==> src/ltc_pkg.sv <==
package ltc_pkg;
   // Clock rate in kHz
   localparam int CLK_KHZ = 10000;
   // Times as specified, in their own units
   localparam int REARM_US = 10;
   localparam int DOM_TIMEOUT_MS = 20;
   localparam int RESET_HOLD_MS = 4;
   localparam int WAKE_DOM_US = 100;
   localparam int RESET_FALL_US = 10;
   // Cycle counts; least times round up, longest times round down
   localparam int REARM_CYC = (REARM_US * CLK_KHZ + 999) / 1000 + 1;
   localparam int DOM_TIMEOUT_CYC = (DOM_TIMEOUT_MS * CLK_KHZ) + 1;
   localparam int RESET_HOLD_CYC = RESET_HOLD_MS * CLK_KHZ;
   localparam int WAKE_DOM_CYC = (WAKE_DOM_US * CLK_KHZ + 999) / 1000;
   localparam int RESET_FALL_CYC = (RESET_FALL_US * CLK_KHZ) / 1000;
   // Counter width shared by all timers
   localparam int TMR_W = 20;
   // Fail-safe source codes; the transmit pin is high for SRC_WAKE, low for the others
   localparam logic [1:0] SRC_POWERUP = 2'h0;
   localparam logic [1:0] SRC_UNDERVOLT = 2'h1;
   localparam logic [1:0] SRC_WAKE = 2'h2;
   // Operating modes
   typedef enum logic [1:0] {MODE_FAILSAFE, MODE_NORMAL, MODE_SILENT, MODE_SLEEP} ltc_mode_t;
endpackage

==> src/ltc_timer.sv <==
`timescale 1ns/10ps
// Qualified-time counter: counts while the condition holds, restarts when it drops
module ltc_timer #(
   parameter int LIMIT = 10
) (
   // Clock and reset
   input wire logic sys_clk,
   input wire logic nrst,
   input wire logic clkEn,
   // Condition and result
   input wire logic cond,
   output logic done
);
   // Current count
   logic [ltc_pkg::TMR_W-1:0] count;
   logic [ltc_pkg::TMR_W-1:0] next_count;
   logic next_done;
   localparam logic [ltc_pkg::TMR_W-1:0] LIM = ltc_pkg::TMR_W'(LIMIT);

   // Next count, saturating at the limit
   always_comb
   begin
      next_count = count;
      if (!cond)
      begin
         next_count = '0;
      end
      else if (count < LIM)
      begin
         next_count = count + 1'b1;
      end
      next_done = cond && (next_count >= LIM);
   end

   // Registers
   always_ff @(posedge sys_clk or negedge nrst)
   begin
      if (!nrst)
      begin
         count <= '0;
         done <= 1'b0;
      end
      else if (clkEn)
      begin
         count <= next_count;
         done <= next_done;
      end
   end
endmodule

==> src/ltc_transceiver_ctrl.sv <==
`timescale 1ns/10ps
// Function
// RULE1 - Transmit low drives bus dominant, else recessive
// RULE2 - Low transmit on normal entry blocks driver
// RULE3 - Transmit low beyond 20ms forces recessive
// RULE4 - Re-arm driver after 10us transmit high
// RULE5 - Receive output follows bus in normal
// RULE6 - Receive output held high in silent
// RULE7 - Fail-safe: transmit pin reports entry source
// RULE8 - Power-up enters fail-safe, regulator on
// RULE9 - Supply undervoltage disables bus transmission
// RULE10 - Regulator undervoltage asserts reset after delay
// RULE11 - Reset held 4ms after regulator recovers
// RULE12 - Overtemperature disables bus, regulator stays on
// RULE13 - Sleep accepted with stuck-low transmit
// RULE14 - Sleep decision uses raw transmit level
// RULE15 - Ended ground short counts as wake
// RULE16 - Bus dominant 100us gives remote wake
// RULE17 - Mode-enable high selects normal mode
// RULE18 - Watchdog control low enables watchdog
// RULE19 - Enable fall: silent if transmit high, else sleep
// RULE20 - Reset assertion in normal gives fail-safe
// RULE21 - Timers are restarting counters on clock
module ltc_transceiver_ctrl #(
   parameter int DOM_TIMEOUT = ltc_pkg::DOM_TIMEOUT_CYC,
   parameter int RESET_HOLD = ltc_pkg::RESET_HOLD_CYC
) (
   // Clock, reset, enable
   input wire logic sys_clk,
   input wire logic nrst,
   input wire logic clkEn,
   // Host pins
   input wire logic txdIn,
   output logic txdOut,
   output logic txdOe,
   output logic rxd,
   input wire logic modeEnable,
   input wire logic wdogCtrl,
   // Bus
   input wire logic busIn,
   output logic busDriveDominant,
   // Analog monitors
   input wire logic supplyUnderVolt,
   input wire logic regUnderVolt,
   input wire logic busOverTemp,
   // Status outputs
   output logic undervoltage_reset_n,
   output logic regulatorOn,
   output logic watchdogEnable,
   output logic [1:0] opMode
);
   ////////////////////////////////////////////////////////////////////
   // Input synchronisers
   logic [1:0] txdS, enS, busS, wdS, svS, rvS, otS;
   logic txd, en, bus, wdc, sv, rv, ot;

   // Two flops per asynchronous input
   always_ff @(posedge sys_clk or negedge nrst)
   begin
      if (!nrst)
      begin
         txdS <= 2'h3;
         enS <= 2'h0;
         busS <= 2'h3;
         wdS <= 2'h0;
         svS <= 2'h0;
         rvS <= 2'h3;
         otS <= 2'h0;
      end
      else if (clkEn)
      begin
         txdS <= {txdS[0], txdIn};
         enS <= {enS[0], modeEnable};
         busS <= {busS[0], busIn};
         wdS <= {wdS[0], wdogCtrl};
         svS <= {svS[0], supplyUnderVolt};
         rvS <= {rvS[0], regUnderVolt};
         otS <= {otS[0], busOverTemp};
      end
   end
   assign txd = txdS[1];
   assign en = enS[1];
   assign bus = busS[1];
   assign wdc = wdS[1];
   assign sv = svS[1];
   assign rv = rvS[1];
   assign ot = otS[1];

   ////////////////////////////////////////////////////////////////////
   // Timers
   logic rearmDone, domDone, wakeDone, resFallDone, resHoldDone;

   // High transmit long enough to arm driver [RULE2] [RULE4] [RULE21]
   ltc_timer #(.LIMIT(ltc_pkg::REARM_CYC)) uRearm (.sys_clk(sys_clk), .nrst(nrst), .clkEn(clkEn),
      .cond(txd), .done(rearmDone));
   // Dominant time-out on the transmit input [RULE3] [RULE21]
   ltc_timer #(.LIMIT(DOM_TIMEOUT)) uDom (.sys_clk(sys_clk), .nrst(nrst), .clkEn(clkEn),
      .cond(!txd), .done(domDone));
   // Bus dominant filter for remote wake [RULE16] [RULE21]
   ltc_timer #(.LIMIT(ltc_pkg::WAKE_DOM_CYC)) uWake (.sys_clk(sys_clk), .nrst(nrst), .clkEn(clkEn),
      .cond(!bus), .done(wakeDone));
   // Reset fall delay [RULE10] [RULE21]
   ltc_timer #(.LIMIT(ltc_pkg::RESET_FALL_CYC)) uResFall (.sys_clk(sys_clk), .nrst(nrst), .clkEn(clkEn),
      .cond(rv), .done(resFallDone));
   // Reset release hold [RULE11] [RULE21]
   ltc_timer #(.LIMIT(RESET_HOLD)) uResHold (.sys_clk(sys_clk), .nrst(nrst), .clkEn(clkEn),
      .cond(!rv), .done(resHoldDone));

   ////////////////////////////////////////////////////////////////////
   // Mode and driver state
   ltc_pkg::ltc_mode_t mode, next_mode;
   logic armed, next_armed;
   logic wakePend, next_wakePend;
   logic enPrev;
   logic [1:0] fsSrc, next_fsSrc;
   logic resetN, next_resetN;

   // Next mode, driver arming and reset output
   always_comb
   begin
      next_mode = mode;
      next_armed = armed;
      next_wakePend = wakePend;
      next_fsSrc = fsSrc;
      next_resetN = resetN;
      // Reset output: assert after fall delay, release after hold
      if (resFallDone)
      begin
         next_resetN = 1'b0; // [RULE10]
      end
      else if (resHoldDone)
      begin
         next_resetN = 1'b1; // [RULE11]
      end
      // Driver arming: cleared on time-out, set after high interval
      if (domDone)
      begin
         next_armed = 1'b0; // [RULE3]
      end
      else if (rearmDone)
      begin
         next_armed = 1'b1; // [RULE4]
      end
      // Remote wake: filtered dominant, then released bus
      if ((mode == ltc_pkg::MODE_SLEEP) || (mode == ltc_pkg::MODE_SILENT))
      begin
         if (wakeDone)
         begin
            next_wakePend = 1'b1; // [RULE16]
         end
         if (wakePend && bus)
         begin
            next_wakePend = 1'b0;
            next_mode = ltc_pkg::MODE_FAILSAFE; // [RULE15]
            next_fsSrc = ltc_pkg::SRC_WAKE;
         end
      end
      else
      begin
         next_wakePend = 1'b0;
      end
      case (mode)
         ltc_pkg::MODE_NORMAL:
         begin
            if (!resetN)
            begin
               next_mode = ltc_pkg::MODE_FAILSAFE; // [RULE20]
               next_fsSrc = ltc_pkg::SRC_UNDERVOLT;
            end
            else if (enPrev && !en)
            begin
               // Raw level decides, time-out does not [RULE13] [RULE14] [RULE19]
               next_mode = txd ? ltc_pkg::MODE_SILENT : ltc_pkg::MODE_SLEEP;
            end
         end
         ltc_pkg::MODE_FAILSAFE, ltc_pkg::MODE_SILENT, ltc_pkg::MODE_SLEEP:
         begin
            if (en && resetN && (next_mode == mode))
            begin
               next_mode = ltc_pkg::MODE_NORMAL; // [RULE17]
               next_armed = 1'b0; // [RULE2]
            end
         end
         default:
         begin
            next_mode = ltc_pkg::MODE_FAILSAFE;
         end
      endcase
   end

   // State registers; power-up enters fail-safe [RULE8]
   always_ff @(posedge sys_clk or negedge nrst)
   begin
      if (!nrst)
      begin
         mode <= ltc_pkg::MODE_FAILSAFE;
         armed <= 1'b0;
         wakePend <= 1'b0;
         enPrev <= 1'b0;
         fsSrc <= ltc_pkg::SRC_POWERUP;
         resetN <= 1'b0;
      end
      else if (clkEn)
      begin
         mode <= next_mode;
         armed <= next_armed;
         wakePend <= next_wakePend;
         enPrev <= en;
         fsSrc <= next_fsSrc;
         resetN <= next_resetN;
      end
   end

   ////////////////////////////////////////////////////////////////////
   // Output stage
   logic next_drive, next_rxd, next_txdOut, next_txdOe;

   // Pin values from mode and gating
   always_comb
   begin
      // Dominant only when armed, in normal, supply and temperature good
      next_drive = (mode == ltc_pkg::MODE_NORMAL) && armed && !txd && !domDone
                   && !sv && !ot; // [RULE1] [RULE9] [RULE12]
      case (mode)
         ltc_pkg::MODE_NORMAL: next_rxd = bus; // [RULE5]
         ltc_pkg::MODE_SILENT: next_rxd = 1'b1; // [RULE6]
         ltc_pkg::MODE_FAILSAFE: next_rxd = 1'b1;
         default: next_rxd = 1'b0;
      endcase
      // Transmit pin becomes an output in fail-safe [RULE7]
      next_txdOe = (mode == ltc_pkg::MODE_FAILSAFE);
      next_txdOut = (fsSrc == ltc_pkg::SRC_WAKE);
   end

   // Output registers
   always_ff @(posedge sys_clk or negedge nrst)
   begin
      if (!nrst)
      begin
         busDriveDominant <= 1'b0;
         rxd <= 1'b1;
         txdOut <= 1'b0;
         txdOe <= 1'b0;
         undervoltage_reset_n <= 1'b0;
         regulatorOn <= 1'b1;
         watchdogEnable <= 1'b0;
         opMode <= 2'h0;
      end
      else if (clkEn)
      begin
         busDriveDominant <= next_drive;
         rxd <= next_rxd;
         txdOut <= next_txdOut;
         txdOe <= next_txdOe;
         undervoltage_reset_n <= resetN;
         regulatorOn <= (mode != ltc_pkg::MODE_SLEEP); // [RULE8] [RULE12]
         watchdogEnable <= !wdc; // [RULE18]
         opMode <= mode;
      end
   end

   ////////////////////////////////////////////////////////////////////
   // Checks
   chk_drive_timeout: assert property (@(posedge sys_clk) disable iff (!nrst) // [RULE3]
      (clkEn && domDone) |=> !busDriveDominant)
      else $error("Driver active after dominant time-out");
   chk_silent_rxd: assert property (@(posedge sys_clk) disable iff (!nrst) // [RULE6]
      (clkEn && mode == ltc_pkg::MODE_SILENT) |=> rxd)
      else $error("Receive output low in silent mode");
   chk_supply_gate: assert property (@(posedge sys_clk) disable iff (!nrst) // [RULE9]
      (clkEn && sv) |=> !busDriveDominant)
      else $error("Driving during supply undervoltage");
   chk_temp_gate: assert property (@(posedge sys_clk) disable iff (!nrst) // [RULE12]
      (clkEn && ot) |=> (!busDriveDominant && regulatorOn == ($past(mode) != ltc_pkg::MODE_SLEEP)))
      else $error("Driving during overtemperature");
   chk_failsafe_oe: assert property (@(posedge sys_clk) disable iff (!nrst) // [RULE7]
      (clkEn && mode == ltc_pkg::MODE_FAILSAFE) |=> txdOe)
      else $error("Transmit pin not output in fail-safe");
   chk_sleep_raw: assert property (@(posedge sys_clk) disable iff (!nrst) // [RULE14]
      (clkEn && mode == ltc_pkg::MODE_NORMAL && resetN && enPrev && !en && !txd)
      |=> mode == ltc_pkg::MODE_SLEEP)
      else $error("Sleep not taken on raw low transmit");
   chk_reset_fail: assert property (@(posedge sys_clk) disable iff (!nrst) // [RULE20]
      (clkEn && mode == ltc_pkg::MODE_NORMAL && !resetN) |=> mode == ltc_pkg::MODE_FAILSAFE)
      else $error("No fail-safe after reset assertion");
   chk_wdog_pin: assert property (@(posedge sys_clk) disable iff (!nrst) // [RULE18]
      clkEn |=> watchdogEnable == !$past(wdc))
      else $error("Watchdog enable mismatch");
   chk_normal_arm: assert property (@(posedge sys_clk) disable iff (!nrst) // [RULE2]
      (clkEn && mode != ltc_pkg::MODE_NORMAL && next_mode == ltc_pkg::MODE_NORMAL)
      |=> !armed ##1 !busDriveDominant)
      else $error("Driver armed on normal entry");
endmodule

==> config.mk <==
export PLATFORM = sky130hd
export DESIGN_NAME = ltc_transceiver_ctrl
export DESIGN_NICKNAME = d
export VERILOG_FILES = /design/src/ltc_pkg.sv /design/src/ltc_timer.sv /design/src/ltc_transceiver_ctrl.sv
export SDC_FILE = /design/constraint.sdc
export NUM_CORES = 1
export LEC_CHECK = 0
export CORE_ASPECT_RATIO = 2
export CORE_UTILIZATION = 40
export CTS_CLUSTER_DIAMETER = 200
export DETAILED_ROUTE_END_ITERATION = 6
export DONT_BUFFER_PORTS = 1
export PLACE_DENSITY_LB_ADDON = 0.05
export SYNTH_ARGS = -nofsm -noshare
export SYNTH_HDL_FRONTEND = slang
export SYNTH_SLANG_ARGS = --single-unit
==> constraint.sdc <==
create_clock -name sys_clk -period 3 [get_ports sys_clk]
set_input_delay 0.45 -clock sys_clk [delete_from_list [all_inputs] [get_ports sys_clk]]
set_output_delay 0.45 -clock sys_clk [all_outputs]
set_load 0.01 [all_outputs]
==> impl_metrics.ini <==
[pwr]
leakagePower_nw = 3.32
p_per_area_nw_per_um2 = 693
power_mw = 5.44
ir_worst_vdd_v = 0.000388

[sta]
tns_ns = 0
fin_skew_ns = 0.00713
fmax_mhz = 388
slew_viol_final = 0
hold_viol = 129
fin_ws_ns = 0.421
min_period_ns = 2.58
worst_pin_slew_ns = 0.808
slew_headroom_pct = 45.9
whs_ns = -0.274
period_share_pct = 86.0
setup_viol = 0
rsz0062_at_grt = false

[route]
routed_via_density = 5.90
via_count = 5578
ant_nets = 0
postRouteWirelength_um = 17700
remaining_drc_errors = 0
firstDrtPassIters = 5
drt_iter0_markers = 246
wl_per_cell_um = 18.7

[global_routing]
grt_usage_pct = 20.9
grt_pass1_wl_um = 28600
grt-ovfl-total = 0
antenna_found_initial = 0
grt_pass1_vias = 5515
grt_max_degree = 137

[clock_tree]
cts_root_buffer = clkbuf_16
htreeDepth = 4
clock_path_buffers = 2
path_clk_slew_ns = 0.06
postCtsSetupRepairBufs = 0
clkSinkCount = 136
cts_resized = 0
clk_latency_ns = 0.42
numCtsBuffers = 17
cts_tree = done

[critical_path]
r2r-start = uDom.count[1]$_DFFE_PN0P_
startpoint_type = flop
critPathRequiredTime_ns = 3.29
criticalPathCategory = reg2reg
cp.arrival_ns = 2.87
rr_worst_depth = 8
r2r_slack_ns = 0.42
end_kind = flop
r2r_end = uDom.done$_DFFE_PN0P_
critPathMaxFanout = 7

[place]
portBuffers = 0
dp_hpwl_um = 12100
routabilityCongestion = 0.901
dp_slack_ns = 0.455
dp.cells = 913

[layout]
instances_no_fill = 945
nets = 739
n_antenna_cell = 0
multi_input_area_um2 = 3300
area_growth_syn_to_layout_pct = 11.7
register_area_um2 = 3410
layout-drive-gt1-share_pct = 11.8
fillers = 1683

[run_status]
status = complete, but fails checks
violations = hold timing

[floorplanning]
rows = 68
die_y_um = 190
io_pins = 19
die-area_um2 = 18100
die_w_um = 95.8
core_area_um2 = 17300
initial_core_util_pct = 40.7

[yosys]
syn_inst = 731
synth_ff_type = dfrtp_1
yosysUniqueCellTypes = 68
async_reset_ff_share_pct = 100
syn_avg_cell_area_um2 = 9.62
synth_area_um2 = 7030
yosys_warnings = 0
synth_edf_count = 0
yosysSeqAreaShare_pct = 48.5
syn-num-nets = 748
ys_ff_latch = 136

[job]
timing.max_cap.violations = 0

[hold_path]
hold_class = in2async
-- layout make-up --
type,count,share of cell area [%]
Sequential cell,136,43.4
Multi-Input combinational cell,516,42.0
Clock buffer,24,6.26
Tap cell,210,3.34
Timing Repair Buffer,20,1.91
Clock inverter,8,1.53
Inverter,31,1.48
-- layer usage --
metal | track usage, % | wire length, um | vias up
met5 | 0 | 0 | -
met4 | 10.8 | 700 | 0
met3 | 4.26 | 523 | 41
met2 | 37.0 | 9590 | 138
met1 | 22.8 | 6870 | 2737
li1 | - | - | 2662
-- worst max path at each step --
stage | depth (start not counted) | from | end
CTS | 8 | uDom.count[0]$_DFFE_PN0P_ | uDom.done$_DFFE_PN0P_
global route | 8 | uDom.count[9]$_DFFE_PN0P_ | uDom.done$_DFFE_PN0P_
floorplan | 8 | uDom.count[0]$_DFFE_PN0P_ | uDom.done$_DFFE_PN0P_
finish | 8 | uDom.count[1]$_DFFE_PN0P_ | uDom.done$_DFFE_PN0P_
detailed placement | 7 | uDom.count[15]$_DFFE_PN0P_ | uDom.count[14]$_DFFE_PN0P_
global placement | 8 | uDom.count[0]$_DFFE_PN0P_ | uDom.done$_DFFE_PN0P_
-- worst max-delay path, stage by stage, from the launching register on --
cell,delay (ns)
dfrtp_1,0.40
ha_1,0.30
and4_1,0.40
nand2_1,0.17
o31a_1,0.27
o21ai_0,0.36
and3b_1,0.25
o211ai_1,0.18
o221ai_1,0.13
-- cells in the mapped netlist (5+ instances only) --
cell	count	area share, %
nand4_1	14	1.2
nor4_1	16	1.4
buf_2	6	0.43
nor3_1	29	2.1
clkbuf_1	35	1.9
ha_1	7	1.2
dfstp_2	8	3.0
inv_1	28	1.5
or4_1	5	0.53
a31oi_1	17	1.5
and4_1	5	0.62
a21o_1	6	0.64
nor2_1	51	2.7
o22ai_1	14	1.2
nand2_1	47	2.5
xor2_1	10	1.2
and2_1	46	4.1
mux2i_1	9	1.3
a21oi_1	36	2.6
dfrtp_1	128	46
and3_1	11	0.98
nand3_1	28	2.0
o2bb2ai_1	14	1.7
o31ai_1	12	1.3
xnor2_1	7	0.87
mux2_2	21	3.4
o21ai_0	38	2.7
-- sequential cells by signal, summed over array words and instances, names as in the netlist, 2 cells and up --
signal and cells:
txdS 2, opMode 2, fsSrc 2, uResFall.count 20, busS 2, svS 2, rvS 2, enS 2
uRearm.count 20, otS 2, uDom.count 20, uResHold.count 20, uWake.count 20, mode 2, wdS 2
-- stage by stage --
step / instance area [um^2] / utilization [%]
floorplan: 7030 / -
finish: 7860 / 45.5
CTS: 7860 / 45.5
global route: 7860 / 45.5
detailed placement: 7250 / 42.0
global placement: 7250 / 42.0
-- where the power goes --
part	internal, mW	switching [mW]	leakage (nW)
Combinational	0.387	0.449	1.23
Sequential	2.07	0.365	1.79
Clock	1.39	0.775	0.296
-- layout by cell type, fill, tap and decap left out, drive strengths merged, types with 20 or more instances in the layout --
cell,instances
nand2,47
inv,29
buf,20
dfrtp,128
and2,46
clkbuf,24
nor2,51
o21ai,40
nor3,29
a21oi,36
mux2,21
nand3,28
-- kinds of logic after synthesis --
group,share of synthesized area [%]
XOR/XNOR,2.12
flip-flops,48.5
adder cells (fa/ha/maj),1.25
AO/OA/AOI/OAI,18.5
multiplexers,4.64
buffers and inverters,4.50
AND/OR/NAND/NOR,20.4
Power figures use the tool's default switching activity.
